==> src/hdl/csp_pkg.sv <==
package csp_pkg;

    // clock and timing
    localparam int CLK_MHZ                = 100;
    localparam int POWER_UP_RESET_TIME_US = 45;
    // longest time, rounded down to whole cycles
    localparam int POWER_UP_RESET_CYCLES  =
        POWER_UP_RESET_TIME_US * CLK_MHZ;
    localparam int RST_CNT_W              = 16;

    // geometry
    localparam int NUM_MC      = 8;
    localparam int ARRAY_WORDS = 16;
    localparam int ARRAY_AW    = 4;
    localparam int SIG_BITS    = 64;

    // register byte offsets
    localparam logic [7:0] OFS_CTRL      = 8'h00;
    localparam logic [7:0] OFS_STATUS    = 8'h04;
    localparam logic [7:0] OFS_ARR_ADDR  = 8'h08;
    localparam logic [7:0] OFS_ARR_DATA  = 8'h0c;
    localparam logic [7:0] OFS_SIG_LO    = 8'h10;
    localparam logic [7:0] OFS_SIG_HI    = 8'h14;
    localparam logic [7:0] OFS_CYCLES    = 8'h18;
    localparam logic [7:0] OFS_ARCH      = 8'h1c;
    localparam logic [7:0] OFS_MC_STATE  = 8'h20;

    // control bits (write one to act)
    localparam int CTRL_ERASE_BIT = 0;
    localparam int CTRL_LOCK_BIT  = 1;
    localparam int CTRL_CLRERR_BIT = 2;

    // status bits
    localparam int ST_LOCKED_BIT  = 0;
    localparam int ST_PRELOAD_BIT = 1;
    localparam int ST_RSTDONE_BIT = 2;
    localparam int ST_REFUSED_BIT = 3;

    // reset values
    localparam logic [31:0]       RST_WORD   = 32'h0000_0000;
    localparam logic [NUM_MC-1:0] RST_MC     = 8'h00;

endpackage : csp_pkg

==> src/hdl/csp_sync.sv <==
`timescale 1ns/10ps
module csp_sync
    import csp_pkg::*;
#(
    parameter int W = 1
) (
    // clock and reset
    input  wire logic         hclk,
    input  wire logic         hresetn,
    input  wire logic         clk_en,
    // async in, synced out
    input  wire logic [W-1:0] async_in,
    output logic      [W-1:0] sync_out
);

    logic [W-1:0] meta_r;

    always_ff @(posedge hclk or negedge hresetn) begin
        if (!hresetn) begin
            meta_r   <= '0;
            sync_out <= '0;
        end else if (clk_en) begin
            meta_r   <= async_in;
            sync_out <= meta_r;
        end
    end

endmodule // csp_sync

==> src/hdl/csp_preload_chain.sv <==
`timescale 1ns/10ps
module csp_preload_chain
    import csp_pkg::*;
(
    // clock and reset
    input  wire logic              hclk,
    input  wire logic              hresetn,
    input  wire logic              clk_en,
    // control
    input  wire logic              por_clear,
    input  wire logic              preload_active,
    input  wire logic              shift_edge,
    input  wire logic              logic_edge,
    input  wire logic [NUM_MC-1:0] reg_mask,
    // data
    input  wire logic              serial_preload_in,
    input  wire logic [NUM_MC-1:0] next_state,
    output logic      [NUM_MC-1:0] mc_q,
    output logic                   chain_top
);

    logic [NUM_MC-1:0] shift_nxt;

    // registered cells form one chain, lowest index first;
    // unregistered cells are skipped
    always_comb begin
        logic carry;
        carry     = serial_preload_in;
        shift_nxt = mc_q;
        for (int i = 0; i < NUM_MC; i++) begin
            if (reg_mask[i]) begin
                shift_nxt[i] = carry;
                carry        = mc_q[i];
            end
        end
        chain_top = carry;
    end

    always_ff @(posedge hclk or negedge hresetn) begin
        if (!hresetn) begin
            mc_q <= RST_MC;
        end else if (clk_en) begin
            if (por_clear) begin
                mc_q <= RST_MC;
            end else if (preload_active) begin
                if (shift_edge) begin
                    mc_q <= shift_nxt;
                end
            end else if (logic_edge) begin
                // resumes from whatever was loaded
                mc_q <= (next_state & reg_mask) |
                        (mc_q & ~reg_mask);
            end
        end
    end

endmodule // csp_preload_chain

==> src/hdl/csp_top.sv <==
`timescale 1ns/10ps
module csp_top
    import csp_pkg::*;
#(
    parameter int RESET_CYCLES = POWER_UP_RESET_CYCLES
) (
    // clock, reset, enable
    input  wire logic              hclk,
    input  wire logic              hresetn,
    input  wire logic              clk_en,
    // ahb-lite slave
    input  wire logic              hsel,
    input  wire logic [31:0]       haddr,
    input  wire logic [1:0]        htrans,
    input  wire logic              hwrite,
    input  wire logic [2:0]        hsize,
    input  wire logic [31:0]       hwdata,
    input  wire logic              hready,
    output logic      [31:0]       hrdata,
    output logic                   hreadyout,
    output logic                   hresp,
    // test pins
    input  wire logic              preload_enable_pin,
    input  wire logic              preload_shift_clock,
    input  wire logic              serial_preload_in,
    output logic                   serial_state_out_o,
    output logic                   serial_state_out_oe,
    // logic side
    input  wire logic              logic_clk_pin,
    input  wire logic [NUM_MC-1:0] next_state_in,
    output logic      [NUM_MC-1:0] output_macrocell
);

    // ---------------- pin synchronisers
    logic              pre_s;
    logic              preload_shift_clock_s;
    logic              serial_preload_in_s;
    logic              lclk_s;
    logic [NUM_MC-1:0] nst_s;

    csp_sync #(.W(4 + NUM_MC)) u_sync (
        .hclk     (hclk),
        .hresetn  (hresetn),
        .clk_en   (clk_en),
        .async_in ({preload_enable_pin, preload_shift_clock,
                    serial_preload_in, logic_clk_pin, next_state_in}),
        .sync_out ({pre_s, preload_shift_clock_s, serial_preload_in_s, lclk_s, nst_s})
    );

    logic preload_shift_clock_d_r;
    logic lclk_d_r;
    logic shift_edge;
    logic logic_edge;

    always_ff @(posedge hclk or negedge hresetn) begin
        if (!hresetn) begin
            preload_shift_clock_d_r <= 1'b0;
            lclk_d_r <= 1'b0;
        end else if (clk_en) begin
            preload_shift_clock_d_r <= preload_shift_clock_s;
            lclk_d_r <= lclk_s;
        end
    end

    assign shift_edge = preload_shift_clock_s & ~preload_shift_clock_d_r;
    assign logic_edge = lclk_s & ~lclk_d_r;

    // ---------------- power-up register reset
    logic [RST_CNT_W-1:0] rst_cnt_r;
    logic                 rst_done_r;

    always_ff @(posedge hclk or negedge hresetn) begin
        if (!hresetn) begin
            rst_cnt_r  <= '0;
            rst_done_r <= 1'b0;
        end else if (clk_en && !rst_done_r) begin
            if (rst_cnt_r == RST_CNT_W'(RESET_CYCLES - 1)) begin
                rst_done_r <= 1'b1;
            end else begin
                rst_cnt_r <= rst_cnt_r + RST_CNT_W'(1);
            end
        end
    end

    // ---------------- preload mode
    logic preload_r;

    always_ff @(posedge hclk or negedge hresetn) begin
        if (!hresetn) begin
            preload_r <= 1'b0;
        end else if (clk_en) begin
            // entry needs the reset done; exit on pin drop
            preload_r <= pre_s & rst_done_r;
        end
    end

    // ---------------- nonvolatile state
    logic [31:0]          array_mem [ARRAY_WORDS];
    logic [ARRAY_AW-1:0]  arr_addr_r;
    logic [NUM_MC-1:0]    arch_r;
    logic                 locked_r;
    logic [SIG_BITS-1:0]  sig_r;
    logic [31:0]          cycles_r;
    logic                 refused_r;

    // ---------------- macrocell flops
    logic [NUM_MC-1:0] mc_q;
    logic              chain_top;

    // signature is not wired here on purpose
    csp_preload_chain u_chain (
        .hclk              (hclk),
        .hresetn           (hresetn),
        .clk_en            (clk_en),
        .por_clear         (~rst_done_r),
        .preload_active    (preload_r),
        .shift_edge        (shift_edge),
        .logic_edge        (logic_edge),
        .reg_mask          (arch_r),
        .serial_preload_in (serial_preload_in_s),
        .next_state        (nst_s),
        .mc_q              (mc_q),
        .chain_top         (chain_top)
    );

    always_ff @(posedge hclk or negedge hresetn) begin
        if (!hresetn) begin
            output_macrocell    <= '1;
            serial_state_out_o  <= 1'b0;
            serial_state_out_oe <= 1'b0;
        end else if (clk_en) begin
            output_macrocell    <= ~mc_q;
            serial_state_out_o  <= 1'b0;
            // open drain: pull low for a reset bit
            serial_state_out_oe <= preload_r & ~chain_top;
        end
    end

    // ---------------- ahb-lite slave
    logic        dp_wr_r;
    logic [7:0]  dp_addr_r;
    logic        ap_take;

    function automatic logic [31:0] rd_mux(input logic [7:0] a);
        logic [31:0] v;
        v = RST_WORD;
        unique case (a)
            OFS_STATUS: begin
                v[ST_LOCKED_BIT]  = locked_r;
                v[ST_PRELOAD_BIT] = preload_r;
                v[ST_RSTDONE_BIT] = rst_done_r;
                v[ST_REFUSED_BIT] = refused_r;
            end
            OFS_ARR_ADDR: v[ARRAY_AW-1:0] = arr_addr_r;
            // locked array reads as zero
            OFS_ARR_DATA: v = locked_r ? RST_WORD
                                       : array_mem[arr_addr_r];
            OFS_SIG_LO:   v = sig_r[31:0];
            OFS_SIG_HI:   v = sig_r[63:32];
            OFS_CYCLES:   v = cycles_r;
            OFS_ARCH:     v[NUM_MC-1:0] = locked_r ? RST_MC : arch_r;
            OFS_MC_STATE: v[NUM_MC-1:0] = mc_q;
            default:      v = RST_WORD;
        endcase
        return v;
    endfunction

    assign ap_take = hsel & hready & htrans[1];

    always_ff @(posedge hclk or negedge hresetn) begin
        if (!hresetn) begin
            dp_wr_r   <= 1'b0;
            dp_addr_r <= '0;
            hrdata    <= RST_WORD;
            hreadyout <= 1'b0;
            hresp     <= 1'b0;
        end else if (clk_en) begin
            hreadyout <= 1'b1;
            hresp     <= 1'b0;
            dp_wr_r   <= ap_take & hwrite;
            if (ap_take) begin
                dp_addr_r <= haddr[7:0];
                if (!hwrite) begin
                    hrdata <= rd_mux({haddr[7:2], 2'b00});
                end
            end
        end
    end

    // ---------------- register writes
    logic wr_ctrl;
    logic do_erase;
    logic do_lock;
    logic wr_cfg;

    assign wr_ctrl  = dp_wr_r & (dp_addr_r == OFS_CTRL);
    assign do_erase = wr_ctrl & hwdata[CTRL_ERASE_BIT];
    assign do_lock  = wr_ctrl & hwdata[CTRL_LOCK_BIT] & ~do_erase;
    assign wr_cfg   = dp_wr_r & ((dp_addr_r == OFS_ARR_DATA) |
                                 (dp_addr_r == OFS_ARCH));

    always_ff @(posedge hclk or negedge hresetn) begin
        if (!hresetn) begin
            arr_addr_r <= '0;
        end else if (clk_en && dp_wr_r && dp_addr_r == OFS_ARR_ADDR) begin
            arr_addr_r <= hwdata[ARRAY_AW-1:0];
        end
    end

    always_ff @(posedge hclk) begin
        if (clk_en) begin
            if (do_erase) begin
                for (int i = 0; i < ARRAY_WORDS; i++) begin
                    array_mem[i] <= RST_WORD;
                end
            end else if (wr_cfg && !locked_r &&
                         dp_addr_r == OFS_ARR_DATA) begin
                array_mem[arr_addr_r] <= hwdata;
            end
        end
    end

    always_ff @(posedge hclk or negedge hresetn) begin
        if (!hresetn) begin
            arch_r <= RST_MC;
        end else if (clk_en) begin
            if (do_erase) begin
                arch_r <= RST_MC;
            end else if (wr_cfg && !locked_r &&
                         dp_addr_r == OFS_ARCH) begin
                arch_r <= hwdata[NUM_MC-1:0];
            end
        end
    end

    always_ff @(posedge hclk or negedge hresetn) begin
        if (!hresetn) begin
            locked_r <= 1'b0;
        end else if (clk_en) begin
            if (do_erase) begin
                locked_r <= 1'b0;
            end else if (do_lock) begin
                locked_r <= 1'b1;
            end
        end
    end

    always_ff @(posedge hclk or negedge hresetn) begin
        if (!hresetn) begin
            sig_r <= '0;
        end else if (clk_en) begin
            if (do_erase) begin
                sig_r <= '0;
            end else if (dp_wr_r && dp_addr_r == OFS_SIG_LO) begin
                sig_r[31:0] <= hwdata;
            end else if (dp_wr_r && dp_addr_r == OFS_SIG_HI) begin
                sig_r[63:32] <= hwdata;
            end
        end
    end

    // one erase starts one programming cycle
    always_ff @(posedge hclk or negedge hresetn) begin
        if (!hresetn) begin
            cycles_r <= RST_WORD;
        end else if (clk_en && do_erase) begin
            cycles_r <= cycles_r + 32'h0000_0001;
        end
    end

    // sticky refusal flag, set wins over clear
    always_ff @(posedge hclk or negedge hresetn) begin
        if (!hresetn) begin
            refused_r <= 1'b0;
        end else if (clk_en) begin
            if (wr_cfg && locked_r) begin
                refused_r <= 1'b1;
            end else if (wr_ctrl && hwdata[CTRL_CLRERR_BIT]) begin
                refused_r <= 1'b0;
            end
        end
    end

endmodule // csp_top

==> config.mk <==
export PLATFORM = sky130hd
export DESIGN_NAME = csp_top
export DESIGN_NICKNAME = d
export VERILOG_FILES = /design/src/hdl/csp_pkg.sv /design/src/hdl/csp_sync.sv /design/src/hdl/csp_preload_chain.sv /design/src/hdl/csp_top.sv
export SDC_FILE = /design/constraint.sdc
export NUM_CORES = 1
export LEC_CHECK = 0
export BUFFER_PORTS_ARGS = -buffer_cell sky130_fd_sc_hd__buf_4
export CAP_MARGIN = 20
export CORE_ASPECT_RATIO = 1.25
export CORE_MARGIN = 5
export CORE_UTILIZATION = 55
export CTS_BUF_LIST = sky130_fd_sc_hd__clkbuf_8
export DETAILED_ROUTE_END_ITERATION = 12
export HOLD_SLACK_MARGIN = 0.1
export PLACE_DENSITY = 0.75
export SYNTH_ARGS = -nofsm -noshare
export SYNTH_HDL_FRONTEND = slang
export SYNTH_SLANG_ARGS = --single-unit
==> constraint.sdc <==
create_clock -name hclk -period 4.1 [get_ports hclk]
set_input_delay 0.615 -clock hclk [delete_from_list [all_inputs] [get_ports hclk]]
set_output_delay 0.615 -clock hclk [all_outputs]
set_load 0.01 [all_outputs]
==> metrics.md <==
| Metric | Value |
|---|---|
| Die ar. | 64900 um2 |
| Hold_ws | 0.151 ns |
| Outcome | finished, final reports clean |
| Global-route wire length before repair | 129000 um |
| Sw Ratio | 22.7% |
| Final setup viols | 0 |
| Most common cell after layout, fill and taps aside | and2_1 |
| Comb pwr share | 4.4% |
| Static leakage | 15.1 nW |
| Die height | 284 um |
| H-tree depth | 3 |
| Endpoint type of the worst setup path | flip-flop |
| Data required, critical path | 4.49 ns |
| Cells after Synth | 2321 |
| CTS-repair resized insts | 0 |
| Max VDD drop | 0.000281 V |
| Pins Over Slew Limit | 0 |
| CTS Buffer Depth | 3 |
| Psw | 3.28 mW |
| Largest net degree at the start of global routing | 103 |
| Main flop type after synthesis | edfxtp_1 |
| Top cell type's share of synthesized area | 46.7% |
| Synth top area cells | edfxtp_1, dfrtp_1, mux4_2 |
| Inserted Clock Buffers | 110 |
| Worst Tran Pin Value | 0.916 ns |
| Clock sinks | 725 |
| NumNets Final | 2511 |
| Hold_buf cts | 7 |
| Setup CP Type | reg2reg |
| Most frequent cells in the layout | and2_1, edfxtp_1, dfrtp_1 |
| Antenna violation net count after detailed routing | 0 |
| Initial detailed-routing violation count | 2016 |
| Die Span X | 229 um |
| I/O pins | 131 |
| DRT Pass-1 Iters | 5 |
| Tmin final | 3.11 ns |
| Post-synth ARST share | 29.4% |
| Place WS | 0.733 ns |
| CTS Root Cell | clkbuf_8 |
| Final Cell Area | 37000 um2 |
| FF+latch count, synth | 725 |
| Area grow syn2layout | 12.4% |
| Drt via density | 6.17 |
| Number of global-route vias before repair | 21200 |
| Total grt overflow | 0 |
| Final worst path period share | 75.9% |
| Fin util | 62.3% |
| Final GP Congestion | 0.870 |
| Reg2Reg Setup Slack | 0.99 ns |
| Clk slew on worst S/H paths | 0.06 ns |
| Layout cells sized above 1 | 22.6% |
| Post-DP Area | 34800 um2 |
| Worst relative slew slack | 38.4% |
| Max-cap viol count | 0 |
| Final hold viol count | 0 |
| Setup slack after layout | 0.986 ns |
| Pwr Density | 390 nW/um2 |
| Core Rows | 100 |
| Initial antenna violation count | 3 |
| Routed via count | 20200 |
| CTS tree | done |
| WL/cell | 25.8 um |
| HP Class | in2reg |
| Post-synth top area cell | edfxtp_1 |
| Setup repair bufs after CTS | 0 |
| Worst-Skew Late Latency | 0.72 ns |
| Internal | 11.2 mW |
| Clk pwr share | 40.0% |
| Clock skew | 0.0333 ns |
| Synth cell types | 70 |
| Core area | 59400 um2 |
| Critical Path Start Type | flip-flop |
| RSZ-0062 raised after global routing | no |
| Seq/Total Area, Yosys | 62.9% |
| Post-synth EDFFs | 512 |
| Reg power frac | 55.6% |
| Total global-route track usage | 26.1% |
| Design Power | 14.4 mW |
| Cell area after synthesis | 33000 um2 |
| Fmax | 321 MHz |
| Arrival @ worst endpoint | 3.50 ns |
| Initial core utilization | 55.4% |
| IO Port Bufs | 100 |
| # DRC | 0 |
| Detailed Place HPWL | 52100 um |
| Syn avg cell area | 14.2 um2 |
| Total Wirelength | 84700 um |
| YS warnings | 0 |
| Critical Path Fanout Max | 19 |
-- cells by family after synthesis --
family | after synthesis | share of synthesized area, %
buf+inv | 201 | 2.57
simple gates | 902 | 15.6
other cells | 1 | 0.0114
compound gates | 211 | 4.43
mux | 232 | 13.2
fa+ha+maj | 2 | 0.0759
xor+xnor | 47 | 1.25
flops | 725 | 62.9
-- critical path, stage by stage, from the launching register on --
cell and delay [ns]:
dfrtp_2 0.80, nor2b_1 0.44, nand2_1 0.43, o21ai_4 0.79, buf_12 0.29
-- final cells by class --
type,instances,area (um2)
fill,4239,22400
sequential,725,20700
multi-input combinational,1396,11600
clock buffer,130,1790
timing repair buffer,176,1570
tap,765,957
clock inverter,76,363
inverter,13,48.8
antenna,1,2.50
-- path summary, 6_finish.rpt --
| kind | from | endpoint | cells after the start |
|---|---|---|---|
| max in group asynchronous | hresetn | output_macrocell[7]$_DFFE_PN1P_ | 3 |
| worst min-delay path | next_state_in[5] | u_sync.meta_r[5]$_DFFE_PN0P_ | 2 |
| worst min register to register | hreadyout$_DFFE_PN0P_ | hreadyout$_DFFE_PN0P_ | 1 |
| min in group asynchronous | hresetn | arch_r[6]$_DFFE_PN0P_ | 2 |
| worst max register to register | arr_addr_r[2]$_DFFE_PN0P_ | array_mem[5][9]$_SDFFCE_PN0P_ | 4 |
| worst max-delay path | arr_addr_r[2]$_DFFE_PN0P_ | array_mem[5][9]$_SDFFCE_PN0P_ | 4 |
-- power groups by stage --
stage / Clock [mW] / Combinational (mW) / Sequential [mW]
2_1_floorplan: 0 / 0.394 / 8.11
3_3_place_gp: 0 / 0.612 / 8.16
3_5_place_dp: 0 / 0.630 / 8.17
4_1_cts: 5.86 / 0.638 / 8.02
5_1_grt: 6.21 / 0.696 / 8.03
6_report: 5.78 / 0.632 / 8.02
-- state kept, by name, summed over array words and instances (netlist names), 4 cells and up --
name              cells
arch_r                8
arr_addr_r            4
array_mem           512
cycles_r             32
dp_addr_r             8
hrdata               32
output_macrocell      8
rst_cnt_r            16
sig_r                64
u_chain.mc_q          8
u_sync.meta_r        12
u_sync.sync_out      12
-- metrics by stage --
stage,TNS (ns),cells
6_report,0,3282
3_3_place_gp,0,3067
3_5_place_dp,0,3068
5_1_grt,0,3282
2_1_floorplan,-8.86,2322
4_1_cts,0,3281
-- metal layers --
layer | global-route usage, % | wire length (um) | vias to the layer above
met5 | 0 | 0 | -
met4 | 10.5 | 3400 | 0
met3 | 5.02 | 6840 | 191
met2 | 45.5 | 44100 | 995
met1 | 32.3 | 30400 | 10400
li1 | - | - | 8696
-- cells in the mapped netlist (9+ instances only) --
library cell  count
mux2i_1          32
and4_1            9
a22o_1           38
buf_2            12
dfrtp_1         205
mux2_2           43
o21ai_0          55
and2_1          517
edfxtp_1        512
nor2_1           85
buf_1            13
xnor2_1          41
a22oi_1           9
a211o_1          24
clkbuf_1        150
and3_1           10
nor3b_1          27
mux4_2          157
nor2b_1          16
nand2_1         137
a21oi_1          29
nand3_1          36
inv_1            12
nand4_1          18
nor3_1           11
Note: power is estimated with default switching activity, not from simulation.
